[src/verilog/bsi_pkg.sv]
// Purpose: constants shared by the barometric sensor command port
// Assumes: 7-bit serial slave address, byte-wide commands
// Notes:   conversion times are plain defaults, not measured figures
package bsi_pkg;
  localparam logic [6:0]  BSI_SLAVE_ADDR   = 7'h76;
  localparam int          BSI_CAL_WORDS    = 7;
  localparam int          BSI_CAL_BITS     = 112;
  localparam int          BSI_RESULT_BITS  = 24;
  // command bytes and fields
  localparam logic [7:0]  BSI_CMD_RESULT   = 8'h00;
  localparam logic [3:0]  BSI_CMD_CAL_HI   = 4'hA;
  localparam logic [3:0]  BSI_CMD_CONV_HI  = 4'h4;
  localparam int          BSI_TYP_BIT      = 4;
  localparam int          BSI_ADDR_MSB     = 3;
  localparam int          BSI_ADDR_LSB     = 1;
  localparam logic [2:0]  BSI_RATIO_MAX    = 3'h5;
  // crc sits in bits 15..12 of word zero
  localparam int          BSI_CRC_MSB      = 15;
  localparam int          BSI_CRC_LSB      = 12;
  // conversion time for oversampling 256, doubled per step
  localparam int          BSI_CONV_BASE_NS = 600;
  localparam int          BSI_CLK_NS       = 8;
  localparam int          BSI_CONV_BASE_CYC =
    (BSI_CONV_BASE_NS + BSI_CLK_NS - 1) / BSI_CLK_NS;
  typedef enum logic [1:0] {
    BSI_LAST_NONE = 2'h0,
    BSI_LAST_CONV = 2'h1,
    BSI_LAST_CAL  = 2'h2
  } bsi_mode_t;
endpackage

[src/verilog/bsi_sync.sv]
// Purpose: two flip-flop level synchroniser
// Assumes: input is asynchronous to clk
// Notes:   first stage is read only by the second; resets to idle high
`timescale 1ns/100ps
module bsi_sync #(
  parameter int W = 1
) (
  input  wire logic         clk,   // destination clock
  input  wire logic         rst_n, // active low async reset
  input  wire logic [W-1:0] d,     // asynchronous level
  output logic      [W-1:0] q      // synchronised level
);
  logic [W-1:0] meta_r;
  always_ff @(posedge clk or negedge rst_n) begin
    if (!rst_n) begin
      // bus lines rest high, so no false edge follows reset
      meta_r <= '1;
      q      <= '1;
    end else begin
      meta_r <= d;
      q      <= meta_r;
    end
  end
endmodule

[src/verilog/bsi_conv.sv]
// Purpose: conversion timer and sample source on the system clock
// Assumes: start is a one-cycle pulse; sample input is the adc value
// Notes:   a restart or a read while busy spoils the result
`timescale 1ns/100ps
module bsi_conv
  import bsi_pkg::*;
#(
  parameter int BASE_CYC = BSI_CONV_BASE_CYC
) (
  input  wire logic        clk,          // system clock
  input  wire logic        rst_n,        // active low reset
  input  wire logic        start,        // start pulse
  input  wire logic        sel_temp,     // 1 temperature, 0 pressure
  input  wire logic [2:0]  oversampling_ratio, // code 0..5
  input  wire logic        spoil,        // read seen while busy
  input  wire logic [23:0] raw_pressure_sample,    // adc pressure
  input  wire logic [23:0] raw_temperature_sample, // adc temperature
  output logic             busy,         // conversion running
  output logic             done,         // one-cycle end pulse
  output logic [23:0]      result        // converted sample
);
  if (BASE_CYC < 1) begin : g_base_chk
    $error("BASE_CYC must be at least 1");
  end
  localparam int CW = 32;
  logic [CW-1:0] cnt_r;
  logic          temp_r;
  logic          bad_r;
  always_ff @(posedge clk or negedge rst_n) begin
    if (!rst_n) begin
      cnt_r  <= '0;
      busy   <= 1'b0;
      done   <= 1'b0;
      temp_r <= 1'b0;
      bad_r  <= 1'b0;
      result <= '0;
    end else begin
      done <= 1'b0;
      if (start) begin
        bad_r  <= busy;
        busy   <= 1'b1;
        temp_r <= sel_temp;
        cnt_r  <= CW'(BASE_CYC) << oversampling_ratio;
      end else if (busy) begin
        if (spoil)
          bad_r <= 1'b1;
        if (cnt_r <= CW'(1)) begin
          busy   <= 1'b0;
          done   <= 1'b1;
          result <= temp_r ? raw_temperature_sample : raw_pressure_sample;
          if (bad_r || spoil)
            result <= ~(temp_r ? raw_temperature_sample
                               : raw_pressure_sample);
        end
        cnt_r <= cnt_r - CW'(1);
      end
    end
  end
endmodule

[src/verilog/bsi_top.sv]
// Purpose: serial command port of a barometric sensor
// Assumes: scl and sda oversampled on clk_sys; scl is much slower
// Notes:   bytes shifted on sampled scl edges and decoded, all on clk_sys
`timescale 1ns/100ps

//////////////////////////////////////////////////////////////////////////////
module bsi_top
  import bsi_pkg::*;
#(
  parameter int          CONV_CYC = BSI_CONV_BASE_CYC,
  parameter logic [15:0] CAL_W0   = 16'h0000,
  parameter logic [15:0] CAL_W1   = 16'h0000,
  parameter logic [15:0] CAL_W2   = 16'h0000,
  parameter logic [15:0] CAL_W3   = 16'h0000,
  parameter logic [15:0] CAL_W4   = 16'h0000,
  parameter logic [15:0] CAL_W5   = 16'h0000,
  parameter logic [15:0] CAL_W6   = 16'h0000
) (
  input  wire logic        clk_sys,  // system clock
  input  wire logic        nrst,     // active low async reset
  input  wire logic        scl,      // serial clock, link clock
  input  wire logic        sda_i,    // serial data level
  output logic             sda_o,    // serial data drive value
  output logic             sda_oe,   // high while pulling sda
  input  wire logic [23:0] raw_pressure_sample,    // adc pressure
  input  wire logic [23:0] raw_temperature_sample, // adc temperature
  output logic             conv_busy // conversion running
);
  //////////////////////////////////////////////////////////////////////////
  // reset and calibration memory
  logic [1:0] rst_sr;
  logic       rst_n;
  always_ff @(posedge clk_sys or negedge nrst) begin
    if (!nrst)
      rst_sr <= 2'h0;
    else
      rst_sr <= {rst_sr[0], 1'b1};
  end
  assign rst_n = rst_sr[1];

  logic [15:0] cal_mem [BSI_CAL_WORDS];
  assign cal_mem[1] = CAL_W1;
  assign cal_mem[2] = CAL_W2;
  assign cal_mem[3] = CAL_W3;
  assign cal_mem[4] = CAL_W4;
  assign cal_mem[5] = CAL_W5;
  assign cal_mem[6] = CAL_W6;

  // crc over the words with the crc field cleared and a zero eighth word
  function automatic logic [3:0] crc4(input logic [111:0] w);
    logic [15:0] rem;
    logic [7:0]  b;
    rem = 16'h0000;
    for (int i = 0; i < 16; i++) begin
      b   = (i < 14) ? w[111-8*i -: 8] : 8'h00;
      rem = rem ^ {8'h00, b};
      for (int k = 0; k < 8; k++)
        rem = rem[15] ? ((rem << 1) ^ 16'h3000) : (rem << 1);
    end
    return rem[15:12];
  endfunction

  logic [111:0] cal_flat;
  assign cal_flat = {CAL_W0 & 16'h0FFF, CAL_W1, CAL_W2, CAL_W3,
                     CAL_W4, CAL_W5, CAL_W6};
  assign cal_mem[0] = {crc4(cal_flat), CAL_W0[11:0]};

  //////////////////////////////////////////////////////////////////////////
  // link pins: oversampled through two flops, then edge detected
  // start and stop are sda edges while scl high; sensed on clk_sys
  logic [1:0] pin_s;
  bsi_sync #(.W(2)) u_pin_sync (
    .clk   (clk_sys),
    .rst_n (rst_n),
    .d     ({scl, sda_i}),
    .q     (pin_s)
  );
  logic scl_s, sda_s, sda_d_r, scl_d_r;
  assign scl_s = pin_s[1];
  assign sda_s = pin_s[0];
  always_ff @(posedge clk_sys or negedge rst_n) begin
    if (!rst_n) begin
      sda_d_r <= 1'b1;
      scl_d_r <= 1'b1;
    end else begin
      sda_d_r <= sda_s;
      scl_d_r <= scl_s;
    end
  end
  logic start_p, stop_p, rise_p, fall_p;
  assign start_p = scl_s && scl_d_r && sda_d_r && !sda_s;
  assign stop_p  = scl_s && scl_d_r && !sda_d_r && sda_s;
  assign rise_p  = scl_s && !scl_d_r;
  assign fall_p  = !scl_s && scl_d_r;

  //////////////////////////////////////////////////////////////////////////
  // bus state machine on the system clock, driven by sampled scl edges
  typedef enum logic [5:0] {
    ST_IDLE = 6'b000001,
    ST_ADDR = 6'b000010,
    ST_AACK = 6'b000100,
    ST_WCMD = 6'b001000,
    ST_TX   = 6'b010000,
    ST_MACK = 6'b100000
  } bsi_state_t;
  bsi_state_t st_r;
  logic [7:0]  sh_r;
  logic [3:0]  bit_r;
  logic        rd_r;
  logic [23:0] tx_r;
  logic [1:0]  byte_r;
  logic [1:0]  nbytes_r;
  logic        ack_pend_r;
  bsi_mode_t   mode_r;
  logic [2:0]  cal_addr_r;
  logic        res_valid_r;
  logic        conv_start_r;
  logic        conv_temp_r;
  logic [2:0]  conv_ratio_r;
  logic        spoil_r;
  logic        conv_done;
  logic [23:0] conv_result;
  logic        busy_w;

  always_ff @(posedge clk_sys or negedge rst_n) begin
    if (!rst_n) begin
      st_r       <= ST_IDLE;
      sh_r       <= 8'h00;
      bit_r      <= 4'h0;
      rd_r       <= 1'b0;
      tx_r       <= 24'h0000_00;
      byte_r     <= 2'h0;
      nbytes_r   <= 2'h0;
      ack_pend_r <= 1'b0;
      sda_o      <= 1'b0;
      sda_oe     <= 1'b0;
    end else if (stop_p) begin
      st_r   <= ST_IDLE;
      sda_oe <= 1'b0;
    end else if (start_p) begin
      // a cut frame must not leave an ack pending for the next one
      st_r       <= ST_ADDR;
      bit_r      <= 4'h0;
      ack_pend_r <= 1'b0;
      sda_oe     <= 1'b0;
    end else begin
      unique case (st_r)
        ST_IDLE: sda_oe <= 1'b0;
        ST_ADDR: begin
          if (rise_p) begin
            sh_r  <= {sh_r[6:0], sda_s};
            bit_r <= bit_r + 4'h1;
          end
          if (fall_p && bit_r == 4'h8) begin
            if (sh_r[7:1] == BSI_SLAVE_ADDR) begin
              rd_r   <= sh_r[0];
              sda_oe <= 1'b1;
              st_r   <= ST_AACK;
            end else begin
              st_r <= ST_IDLE;
            end
          end
        end
        ST_AACK: begin
          if (fall_p) begin
            bit_r <= 4'h0;
            if (rd_r) begin
              st_r   <= ST_TX;
              byte_r <= 2'h0;
              if (mode_r == BSI_LAST_CAL) begin
                tx_r     <= {cal_mem[cal_addr_r], 8'h00};
                nbytes_r <= 2'h2;
              end else begin
                tx_r     <= (mode_r == BSI_LAST_CONV && res_valid_r &&
                             !busy_w) ? conv_result : 24'h0000_00;
                nbytes_r <= 2'h3;
              end
              sda_oe <= 1'b1;
              sda_o  <= 1'b0;
            end else begin
              sda_oe <= 1'b0;
              st_r   <= ST_WCMD;
            end
          end
        end
        ST_WCMD: begin
          if (rise_p) begin
            sh_r  <= {sh_r[6:0], sda_s};
            bit_r <= bit_r + 4'h1;
          end
          if (fall_p && bit_r == 4'h8) begin
            sda_oe     <= 1'b1;
            ack_pend_r <= 1'b1;
          end else if (fall_p && ack_pend_r) begin
            sda_oe     <= 1'b0;
            ack_pend_r <= 1'b0;
            bit_r      <= 4'h0;
          end
        end
        ST_TX: begin
          // msb first per byte
          // drive the next bit after each falling edge; keep line released
          // when the bit is one so the bus reads high
          sda_oe <= !tx_r[23];
          sda_o  <= 1'b0;
          if (fall_p) begin
            tx_r  <= {tx_r[22:0], 1'b0};
            bit_r <= bit_r + 4'h1;
            if (bit_r == 4'h7) begin
              st_r   <= ST_MACK;
              sda_oe <= 1'b0;
            end
          end
        end
        ST_MACK: begin
          sda_oe <= 1'b0;
          if (rise_p) begin
            if (sda_s || byte_r + 2'h1 == nbytes_r)
              st_r <= ST_IDLE;
            else begin
              byte_r <= byte_r + 2'h1;
              bit_r  <= 4'h0;
            end
          end
          if (fall_p && st_r == ST_MACK && bit_r == 4'h0)
            st_r <= ST_TX;
        end
        default: st_r <= ST_IDLE;
      endcase
    end
  end

  //////////////////////////////////////////////////////////////////////////
  // command decode at the end of the command byte
  logic cmd_p;
  assign cmd_p = (st_r == ST_WCMD) && fall_p && bit_r == 4'h8;
  always_ff @(posedge clk_sys or negedge rst_n) begin
    if (!rst_n) begin
      mode_r       <= BSI_LAST_NONE;
      cal_addr_r   <= 3'h0;
      res_valid_r  <= 1'b0;
      conv_start_r <= 1'b0;
      conv_temp_r  <= 1'b0;
      conv_ratio_r <= 3'h0;
      spoil_r      <= 1'b0;
    end else begin
      conv_start_r <= 1'b0;
      spoil_r      <= 1'b0;
      if (st_r == ST_AACK && fall_p && rd_r && mode_r == BSI_LAST_CONV)
        res_valid_r <= 1'b0;
      // end of conversion wins over a read clear in the same cycle
      if (conv_done)
        res_valid_r <= 1'b1;
      if (cmd_p) begin
        if (sh_r[7:4] == BSI_CMD_CAL_HI && !sh_r[0]) begin
          mode_r     <= BSI_LAST_CAL;
          cal_addr_r <= (sh_r[BSI_ADDR_MSB:BSI_ADDR_LSB] == 3'h7) ? 3'h0
                        : sh_r[BSI_ADDR_MSB:BSI_ADDR_LSB];
        end else if (sh_r[7:5] == BSI_CMD_CONV_HI[3:1] &&
                     sh_r[3:0] != 4'hE && !sh_r[0] &&
                     sh_r[3:1] <= BSI_RATIO_MAX) begin
          conv_start_r <= 1'b1;
          conv_temp_r  <= sh_r[BSI_TYP_BIT];
          conv_ratio_r <= sh_r[3:1];
          res_valid_r  <= 1'b0;
          mode_r       <= BSI_LAST_CONV;
        end else if (sh_r == BSI_CMD_RESULT) begin
          spoil_r <= busy_w;
          mode_r  <= BSI_LAST_CONV;
        end
      end
    end
  end

  //////////////////////////////////////////////////////////////////////////
  // conversion engine
  // busy until done
  bsi_conv #(.BASE_CYC(CONV_CYC)) u_conv (
    .clk                    (clk_sys),
    .rst_n                  (rst_n),
    .start                  (conv_start_r),
    .sel_temp               (conv_temp_r),
    .oversampling_ratio     (conv_ratio_r),
    .spoil                  (spoil_r),
    .raw_pressure_sample    (raw_pressure_sample),
    .raw_temperature_sample (raw_temperature_sample),
    .busy                   (busy_w),
    .done                   (conv_done),
    .result                 (conv_result)
  );
  always_ff @(posedge clk_sys or negedge rst_n) begin
    if (!rst_n)
      conv_busy <= 1'b0;
    else
      conv_busy <= busy_w;
  end
endmodule

[config.mk]
export PLATFORM = sky130hd
export DESIGN_NAME = bsi_top
export DESIGN_NICKNAME = d
export VERILOG_FILES = /design/src/verilog/bsi_pkg.sv /design/src/verilog/bsi_sync.sv /design/src/verilog/bsi_conv.sv /design/src/verilog/bsi_top.sv
export SDC_FILE = /design/constraint.sdc
export NUM_CORES = 1
export LEC_CHECK = 0
export BUFFER_PORTS_ARGS = -buffer_cell sky130_fd_sc_hd__buf_2
export CAP_MARGIN = 20
export CORE_UTILIZATION = 40
export CTS_BUF_LIST = sky130_fd_sc_hd__clkbuf_8
export DETAILED_ROUTE_END_ITERATION = 8
export GPL_TIMING_DRIVEN = 0
export MAX_ROUTING_LAYER = met4
export PLACE_DENSITY = 0.6
export SLEW_MARGIN = 15
export SYNTH_ARGS = -nofsm -noshare
export SYNTH_HDL_FRONTEND = slang
export SYNTH_HIERARCHICAL = 1
export SYNTH_SLANG_ARGS = --single-unit
[constraint.sdc]
create_clock -name clk_sys -period 11 [get_ports clk_sys]
set_input_delay 2.2 -clock clk_sys [delete_from_list [all_inputs] [get_ports clk_sys]]
set_output_delay 2.2 -clock clk_sys [all_outputs]
set_load 0.02 [all_outputs]
# Yosys cells after proc, flatten, opt, wreduce, memory -nomap -nowiden
# Memories as Yosys holds them, arrays and structs flattened.
# Index checks and enable logic that the tools add are counted.
# op_classes
addsub,3
magnitude_cmp,3
n_eq_ne,34
shift,1
muxes,80
n_bitwise,6
n_reduce_logical,60
# op_table
operator,n
24-bit 2-to-1 mux,7
32-bit 2-to-1 mux,2
6-bit 2-to-1 mux,9
24-bit one-hot mux with 2 select lines,1
1-bit 2-to-1 mux,36
"32-bit by 1-bit less-or-equal comparator with 1-bit output, second input constant",1
16-bit 2-to-1 mux,2
4-bit 2-to-1 mux,8
"7-bit by 3-bit left shift with 32-bit output, first input constant",1
"32-bit by 1-bit subtractor with 32-bit output, second input constant",1
6-bit one-hot mux with 5 select lines,1
"4-bit inequality test, second input constant",6
24-bit inverter,1
1-bit logical AND,22
4-bit one-hot mux with 5 select lines,1
5-bit AND reduction,4
2-bit 2-to-1 mux,7
7-bit AND reduction,2
"3-bit inequality test, second input constant",4
6-bit AND reduction,2
"2-bit inequality test, second input constant",5
"5-bit by 4-bit inequality test with 1-bit output, second input constant",2
2-bit nonzero test,5
3-bit AND reduction,3
37 further kinds,54
# word_totals
ff_bits,131
rom_bits,128
input_bits,52
output_inout_bits,3
elab_cells,217
mem_count,1
# memory_table
memory,words,word_bits,rd,rd_ports_with_merged_regs,write_ports,line,text
(no name shown),8,16,1,0,0,bsi_top.sv:171,"tx_r <= {cal_mem[cal_addr_r], 8'h00};"

# Longest topological paths before layout
# Gate-level depths: netlist of run 1.
# logic_depth
ltp_word,10
mapped_depth,8
depth_no_buf,8

# By module
# Netlist of run 1, hierarchy kept.
# modules_own_cells
module,n_inst,cells_per_inst,area_each_um2,seq_area_each_um2
bsi_conv,1,340,3584.7,1501.4
bsi_top,1,322,3154.3,1580.3
bsi_sync,1,4,105.1,105.1

# Least setup slack after synthesis of run 1
# No wires, ideal clock.
# synth_timing
kind,input-to-reg
startpoint,input raw_temperature_sample[10]
endpoint,register u_conv.result[10]
setup_ps,128
arrival_time_ps,2710
required_time_ps,10872
slack_ps,8163
cell_stages,3
cell_sequence,mux2i_1 > xor2_1 > mux2_1
# synth_via
elab_chain_cells,3
# synth_rtl
element,line,text
start: declaration,bsi_top.sv:26,"input wire logic [23:0] raw_temperature_sample,"
24-bit 2-to-1 mux *,"bsi_conv.sv:50, bsi_conv.sv:52",
24-bit inverter,bsi_conv.sv:52,result <= ~(temp_r ? raw_temperature_sample
24-bit 2-to-1 mux *,bsi_conv.sv:51,if (bad_r || spoil)
end signal: assignment,bsi_conv.sv:50,result <= temp_r ? raw_temperature_sample : raw_pressure_sample;
end signal: assignment,bsi_conv.sv:52,
end: declaration,bsi_conv.sv:20,output logic [23:0] result
# Mark *: on every way between the ends. The rest lies on a longest branch, timed or not.
# A chain may end at the register's enable or synchronous reset.

# Final worst setup path of run 1
# layout_timing
startpoint,register sda_oe
endpoint,output sda_oe
# layout_lines
element,line,text
start: declaration,bsi_top.sv:24,"output logic sda_oe,"
start signal: assignment,bsi_top.sv:204,sda_oe <= !tx_r[23];
# No word-level cell between the ends.

==> impl_metrics.yaml, run 1 <==
synthesis:
  synth_common_cells: "dfrtp_1 (120), nor2_1 (54), a21oi_1 (48)"
  synth-seq-cells: 127
  synth_top_area_share_pct: 43.9
  syn_area_per_cell_sq_um: 10.3
  ys.flop_type: "dfrtp_1"
  seq_area_frac_synth_pct: 46.6
  syn_nets: 726
  ys_top_cells_by_area: "dfrtp_1 (44%), xor2_1 (4.5%), mux2i_1 (4.1%), mux2_2 (3.8%), a21oi_1 (3.5%)"
  ys_types: 66
  synth_edf_count: 0
  yosysMostFrequentCell: "dfrtp_1"
  synth_area_leader_cell: "dfrtp_1"
  synth_warnings: 6
  netlist_instances: 666
  async_flop_share_pct: 100
  synth_area_sq_um: 6840
timing:
  grt_setup_unrepaired: "no"
  slew_headroom_pct: 35.3
  period_minus_slack_ns: 3.18
  tns_ns: 0
  finClkSkew_ns: 0.0121
  post-route-period-util_pct: 28.9
  worstMarginPinSlew_ns: 0.962
  max_freq_ghz: 0.315
  setup_viol: 0
  hold_viol_final: 0
  finalMaxSlewViolations: 0
critical_path:
  cp_top_family: "flip-flops"
  cp_data_required_time_ns: 8.80
  cp.arrival_ns: 0.98
  cp_num_buf_inv: 1
  crit_path_max_fanout: 2
  max_stage_delay_ns: 0.38
  end_kind: "output port"
  start_kind: "flop"
  path_cells: "buf_2"
  crit_slowest_cell: "dfrtp_1"
  path_class: "flop to output port"
clocking:
  clock_latency_ns: 0.45
  cts_num_sinks: 127
  cts_resized: 0
  post_cts_buffers: 0
  clkTransAtPathRegs_ns: 0.07
  clock_path_buffers: 2
  ctsHoldBuffers: 0
  cts_tree: "yes"
  cts_made_buffers: 17
  ctsHtreeMaxLevel: 4
  cts_root_buffer: "clkbuf_8"
run_status:
  status: "completed"
placement:
  globalplace.congestion: 0.874
  io_buffers: 53
  place_inst: 943
  hpwl_um: 11100
global_routing:
  grt_use_total_pct: 19.5
  grt_pass1_wl_um: 26600
  antenna_found_initial: 0
  grt_max_degree: 58
  overflow: 0
  grt_pass1_vias: 5425
finish:
  fin_cells: 975
  post-route-util_pct: 47.5
  drive_gt1_share_pct: 20.3
  nNetsFinal: 802
  area_delta_synth_final_pct: 15.4
  antenna_cells: 0
power:
  switching_power_mw: 0.208
  switching_share_pct: 21.5
  p_int_mw: 0.759
  pwr-share-seq_pct: 49.0
  ir_drop_mv: 0.0756
  p_comb_share_pct: 4.1
  cellLeakagePower_nw: 3.40
  clkPwrFrac_pct: 46.9
  p_per_area_nw_per_um2: 122
floorplanning:
  start_util_pct: 41.1
  dieWidth_um: 133
  std_cell_rows: 47
  core_sq_um: 16600
  die_h_um: 133
  boundaryPins: 55
  die-area_sq_um: 17600
route:
  drc: 0
  routed_wl_um: 15600
  wl_per_cell_um: 16.0
  via_count: 5438
  viasPerCell: 5.58
  ant_nets: 0
  first_pass_iters: 5
  drt_iter0_markers: 434
run:
  maxCapViolations: 0
hold_path:
  min_path_type: "flop to asynchronous set/reset pin"
[flip-flops by register name, summed over array words and instances (netlist names), 2 cells and up]
| signal | count |
|---|---|
| mode_r | 2 |
| conv_ratio_r | 3 |
| st_r | 6 |
| u_pin_sync/q | 2 |
| rst_sr | 2 |
| nbytes_r | 2 |
| sh_r | 8 |
| byte_r | 2 |
| u_pin_sync/meta_r | 2 |
| u_conv/result | 24 |
| u_conv/cnt_r | 32 |
| bit_r | 4 |
| tx_r | 24 |
[through the flow]
step / total power [mW] / hold slack, ns / instance area [sq um] / worst slack [ns]
finish: 0.968 / 0.214 / 7900 / 7.82
global placement: 0.520 / 0.337 / 7380 / 5.85
floorplan: 0.504 / 0.331 / 6840 / 7.21
global route: 1.01 / 0.239 / 7900 / 7.65
detailed placement: 0.524 / 0.224 / 7450 / 7.93
CTS: 0.980 / 0.229 / 7900 / 7.78
[power groups by stage]
stage               Combinational, mW  Clock [mW]  Sequential [mW]
floorplan                      0.0166           0            0.488
global placement               0.0296           0            0.490
detailed placement             0.0406           0            0.483
CTS                            0.0407       0.465            0.474
global route                   0.0456       0.485            0.475
finish                         0.0398       0.454            0.474
[cell families after synthesis]
family	after synthesis	synth area share [%]
buffers and inverters	61	3.86
other	2	0.110
adders and majority gates	8	1.46
AOI/OAI and AO/OA	147	13.9
muxes	70	11.6
DFF	127	46.6
xor gates and xnor gates	42	5.37
and+or+nand+nor	209	17.2
[per-layer routing]
layer  up-vias  track usage, %  share of wire [%]
li1       2583               -                  -
met1      2685            25.3                 47
met2       151            30.2                 47
met3        19            3.72                4.5
met4         0            7.22                1.4
met5         -               -                  0
[layout make-up]
class / count / area [sq um]
fillers: 1530 / 8740
well taps: 220 / 275
multi-input cells: 478 / 3390
clock buffers: 18 / 248
plain buffers: 41 / 189
repair buffers: 57 / 330
inverters: 20 / 75.1
clock inverters: 14 / 199
flip-flops and latches: 127 / 3190
[placed cells by master (no fill, tap or decap), drive strengths merged, types with 6 or more instances in the layout]
cell	synthesis	final
ha	8	8
nand3	13	13
xnor2	7	7
xor2	35	35
nor3	7	7
or3	11	11
mux2	42	42
mux2i	28	28
nand2b	12	12
dfrtp	120	120
or4	19	19
nand4	9	9
clkbuf	23	41
a22oi	23	23
dfstp	7	7
nor4	20	20
a21oi	49	49
nand2	21	21
and3	6	6
o21ai	25	25
inv	19	22
o31ai	14	14
buf	18	75
or2	6	6
nor2b	11	11
nor2	54	54
[worst paths after layout]
check / startpoint / endpoint / slack (ns) / cells past startpoint
worst max-delay path: sda_oe / sda_oe / 7.82 / 1
worst min-delay path: rst_sr[1] / u_conv/cnt_r[13] / 0.21 / 0
worst max register to register: u_conv/busy / u_conv/cnt_r[30] / 7.87 / 7
worst min register to register: rst_sr[1] / u_conv/cnt_r[13] / 0.21 / 0
max in group asynchronous: nrst / rst_sr[1] / 9.36 / 1
min in group clk_sys: rst_sr[0] / rst_sr[1] / 0.35 / 0
(Power assumes the default switching activity.)
==> inputs of run 2 (changes only) <==
Clock period 11 ns to 3.25 ns, I/O delays scaled along.
==> run 2 against run 1 <==
Effect of this change: sequential power rose to 3.4 times the previous value; die area did not move; combinational power grew to 3.3 times the previous value; core utilization shrank 0.40 points; routed wire length down 0.72%; clock skew grew 0.0042 ns; largest cell class unchanged; clock-buffer cell count up 1; largest power group unchanged; global-route usage increased by 0.22 points.
==> impl_metrics.yaml, run 2 (same netlist as run 1, synthesis figures left out) <==
critical_path:
  cp_data_required_time_ns: 3.57
  start_kind: "flop"
  r2r_start: "u_conv/cnt_r[12]"
  crit_end: "u_conv/result[8]"
  path_class: "flop to flop"
  r2r_cells: 6
  cp.arrival_ns: 3.39
  startpoint: "u_conv/cnt_r[12]"
  r2r_end: "u_conv/result[8]"
  crit_path_max_fanout: 10
  rrSetupSlack_ns: 0.19
  end_kind: "flop"
power:
  power_mw: 3.03
  switching_share_pct: 22.5
  p_comb_share_pct: 4.3
  pwr-share-seq_pct: 53.1
  clkPwrFrac_pct: 42.6
  ir_drop_mv: 0.219
  p_int_mw: 2.35
  switching_power_mw: 0.683
  cellLeakagePower_nw: 3.38
  p_per_area_nw_per_um2: 387
timing:
  finalMaxSlewViolations: 0
  slew_headroom_pct: 32.5
  finClkSkew_ns: 0.0163
  period_minus_slack_ns: 3.06
  grt_setup_unrepaired: "no"
  max_freq_ghz: 0.326
  setup_viol: 0
  whs_ns: 0.295
  post-route-period-util_pct: 94.3
  timing.final.ws_setup_ns: 0.186
  worstMarginPinSlew_ns: 1.00
  hold_viol_final: 0
route:
  wl_per_cell_um: 15.8
  drc: 0
  drt_iter0_markers: 420
  first_pass_iters: 5
  via_count: 5451
  ant_nets: 0
  viasPerCell: 5.59
  routed_wl_um: 15400
floorplanning:
  std_cell_rows: 47
  dieWidth_um: 133
  die-area_sq_um: 17600
  die_h_um: 133
  start_util_pct: 41.1
  core_sq_um: 16600
  boundaryPins: 55
finish:
  area_delta_synth_final_pct: 14.5
  nNetsFinal: 803
  antenna_cells: 0
  top_register: "u_conv/cnt_r"
  largest_registers: "u_conv/cnt_r x32, tx_r x24, u_conv/result x24"
  most-common-layout-cells: "dfrtp_1 (119), buf_2 (62), nor2_1 (54), a21oi_1 (48), xor2_1 (35)"
  largest_register_ffs: 32
  drive_gt1_share_pct: 20.0
  final_common_cell: "dfrtp_1"
global_routing:
  grt_pass1_wl_um: 27200
  met2_usage_pct: 29.8
  grt_use_met1_pct: 25.9
  busiest_layer: "met2"
  grt_use_met3_pct: 4.25
  antenna_found_initial: 0
  grt_max_degree: 51
  overflow: 0
  grt_use_total_pct: 19.7
  grt_pass1_vias: 5552
clocking:
  cts_root_buffer: "clkbuf_8"
  cts_made_buffers: 17
  ctsHtreeMaxLevel: 4
  post_cts_buffers: 0
  clock_latency_ns: 0.45
  clkTransAtPathRegs_ns: 0.07
  cts_num_sinks: 127
  cts_tree: "yes"
  clock_path_buffers: 2
run_status:
  status: "completed"
run:
  maxCapViolations: 0
placement:
  pre_cts_ws_ns: 0.180
  globalplace.congestion: 0.888
  io_buffers: 53
  hpwl_um: 11100
hold_path:
  min_path_type: "flop to asynchronous set/reset pin"
## run 2: changes by cell type in the layout (fill, tap and decap cells not counted), sizes merged
cell | previous run | this run
clkinvlp | 3 | 1
clkinv | 4 | 5
dlygate4sd3 | 0 | 1
bufinv | 5 | 2
inv | 22 | 25
clkbuf | 41 | 42
## run 2: worst min path at each step
stage                            to
6_report           u_conv/cnt_r[22]
5_1_grt        u_pin_sync/meta_r[1]
4_1_cts        u_pin_sync/meta_r[1]
3_5_place_dp       u_conv/cnt_r[22]
3_3_place_gp              rst_sr[1]
2_1_floorplan             rst_sr[1]
## run 2: layout make-up
cell class | instances | area (sq um)
inverter | 20 | 75.1
buffer | 41 | 189
clock inverter | 13 | 110
tap | 220 | 275
multi-input combinational | 478 | 3400
fill | 1589 | 8810
sequential | 127 | 3190
timing repair buffer | 58 | 333
clock buffer | 19 | 262
## run 2: worst max-delay path, cell delays in order, from the launching register on
cell and delay, ns:
dfrtp_1 0.42, or4_4 0.57, or4_1 0.53, buf_2 0.18, nor4_4 0.65, buf_6 0.27
mux2_4 0.31
## run 2: per-stage QoR
stage / std cells / TNS (ns) / cell area (sq um) / utilization (%)
2_1_floorplan: 666 / 0 / 6850 / -
3_3_place_gp: 939 / -0.122 / 7390 / 44.4
3_5_place_dp: 943 / 0 / 7450 / 44.7
4_1_cts: 976 / 0 / 7830 / 47.0
5_1_grt: 976 / 0 / 7830 / 47.1
6_report: 976 / 0 / 7830 / 47.1
## run 2: metal layers
metal  part of all wire [%]  up-vias
met5                      0        -
met4                    1.3        0
met3                    3.9       19
met2                     48      136
met1                     47     2707
li1                       -     2589
## run 2: power groups by stage
stage	Combinational [mW]	Sequential, mW	Clock, mW
floorplan	0.0562	1.65	0
global placement	0.100	1.66	0
detailed placement	0.133	1.64	0
CTS	0.134	1.61	1.33
global route	0.149	1.61	1.40
finish	0.132	1.61	1.29
## run 2: repair_timing
action	4_1_cts	5_1_grt
setup endpoints to repair	0	1
endpoints found under the hold margin	2	0
resized for setup	0	1
hold buffers	1	0
==> inputs of run 3 (changes only) <==
Settings changed: CORE_MARGIN set to 8.
==> run 3 against run 2 <==
Effect of this change: worst hold slack lost 0.0074 ns; clock-buffer cell count unchanged; via count shrank 1.4%.
==> impl_metrics.yaml, run 3 (same netlist as run 1, synthesis figures left out) <==
clocking:
  cts_num_sinks: 127
  clkTransAtPathRegs_ns: 0.07
  clock_path_buffers: 2
  ctsHtreeMaxLevel: 4
  cts_root_buffer: "clkbuf_8"
  cts_made_buffers: 17
  cts_tree: "yes"
  clock_latency_ns: 0.44
global_routing:
  antenna_found_initial: 0
  overflow: 0
  grt_pass1_wl_um: 27000
  grt_use_total_pct: 15.5
  grt_max_degree: 49
  grt_pass1_vias: 5493
timing:
  tns_ns: 0
  worstMarginPinSlew_ns: 0.979
  period_minus_slack_ns: 3.01
  grt_setup_unrepaired: "no"
  max_freq_ghz: 0.333
  post-route-period-util_pct: 92.5
  finClkSkew_ns: 0.00965
  hold_viol_final: 0
  setup_viol: 0
  slew_headroom_pct: 34.2
  finalMaxSlewViolations: 0
finish:
  most-common-layout-cells: "dfrtp_1 (119), buf_2 (60), nor2_1 (54), a21oi_1 (48), xor2_1 (35)"
  top_register: "u_conv/cnt_r"
  drive_gt1_share_pct: 19.9
  largest_registers: "u_conv/cnt_r x32, tx_r x24, u_conv/result x24"
  largest_register_ffs: 32
  final_common_cell: "dfrtp_1"
  area_delta_synth_final_pct: 14.7
  fin_cells: 979
  nNetsFinal: 801
  antenna_cells: 0
critical_path:
  path_class: "flop to flop"
  crit_path_max_fanout: 10
  path_cells: "or4_4 -> or4_1 -> buf_2 -> nor4_4 -> buf_6 -> mux2_1"
  start_kind: "flop"
  rrSetupSlack_ns: 0.24
  max_stage_delay_ns: 0.61
  end_kind: "flop"
  crit_slowest_cell: "nor4_4"
  cp.arrival_ns: 3.32
  cp_data_required_time_ns: 3.56
floorplanning:
  dieWidth_um: 147
  std_cell_rows: 48
  die_h_um: 147
  core_sq_um: 17000
  start_util_pct: 40.3
  die-area_sq_um: 21600
  boundaryPins: 55
power:
  p_per_area_nw_per_um2: 384
  p_comb_share_pct: 4.4
  clkPwrFrac_pct: 42.3
  switching_share_pct: 22.1
  p_int_mw: 2.35
  ir_drop_mv: 0.208
  pwr-share-seq_pct: 53.3
  switching_power_mw: 0.667
  cellLeakagePower_nw: 3.38
placement:
  globalplace.congestion: 0.905
  hpwl_um: 11200
  io_buffers: 53
  place_inst: 946
route:
  ant_nets: 0
  first_pass_iters: 5
  viasPerCell: 5.49
  drc: 0
  routed_wl_um: 15400
  wl_per_cell_um: 15.7
  drt_iter0_markers: 431
  via_count: 5373
run:
  maxCapViolations: 0
hold_path:
  min_path_type: "flop to asynchronous set/reset pin"
run_status:
  status: "completed"
[run 3: cell count changes in the layout (fill, tap and decap cells not counted), sizes merged]
cell | before | now
buf | 75 | 73
clkinv | 5 | 6
clkinvlp | 1 | 0
[run 3: cell type report]
| cell class | instances | area, sq um |
|---|---|---|
| timing repair buffer | 56 | 330 |
| clock inverter | 13 | 108 |
| inverter | 20 | 75.1 |
| multi-input combinational | 478 | 3410 |
| clock buffer | 19 | 262 |
| buffer | 41 | 189 |
| tap | 225 | 282 |
| fill | 1572 | 9150 |
| sequential | 127 | 3190 |
[run 3: timing repair]
item / in CTS / in global routing
hold endpoints to repair: 2 / 0
gates resized for setup: 0 / 1
setup endpoints to repair: 0 / 1
buffers inserted: 0 / 0
hold buffers: 1 / 0
[run 3: metal layers]
layer / global-route usage (%) / up-vias / share of wire (%)
li1: - / 2584 / -
met1: 19.6 / 2604 / 47
met2: 23.1 / 147 / 46
met3: 3.54 / 38 / 4.6
met4: 7.11 / 0 / 2.5
met5: - / - / 0
[run 3: metrics by stage]
| stage | hold slack, ns | total power, mW | util, % | area, sq um | setup slack [ns] |
|---|---|---|---|---|---|
| final | 0.288 | 3.02 | 46.2 | 7850 | 0.244 |
| after global routing | 0.271 | 3.15 | 46.2 | 7850 | 0.107 |
| after CTS | 0.267 | 3.07 | 46.1 | 7840 | 0.183 |
| after detailed placement | 0.301 | 1.77 | 43.9 | 7460 | 0.207 |
| after global placement | 0.337 | 1.76 | 43.5 | 7390 | -0.122 |
| after floorplan | 0.331 | 1.71 | - | 6850 | 0.557 |
[run 3: worst paths after layout]
kind | from | endpoint | cells past startpoint
setup reg to reg | u_conv/cnt_r[12] | u_conv/result[15] | 6
min in group clk_sys | sda_i | u_pin_sync/meta_r[0] | 1
max in group asynchronous | rst_sr[1] | u_pin_sync/q[1] | 2
setup / recovery | u_conv/cnt_r[12] | u_conv/result[15] | 6
hold reg to reg | rst_sr[1] | tx_r[18] | 0
hold / removal | rst_sr[1] | tx_r[18] | 0
[run 3: worst max-delay path, delay by kind of cell (launching register included)]
family | cells | cell delay, ns
buf+inv | 2 | 0.43
flops | 1 | 0.41
mux | 1 | 0.34
simple gates | 3 | 1.69
[run 3: power by group through the flow]
stage,clock network [mW],logic (mW),registers (mW)
floorplan,0,0.0562,1.65
CTS,1.32,0.134,1.61
global route,1.39,0.148,1.61
global placement,0,0.0997,1.66
finish,1.28,0.132,1.61
detailed placement,0,0.132,1.64
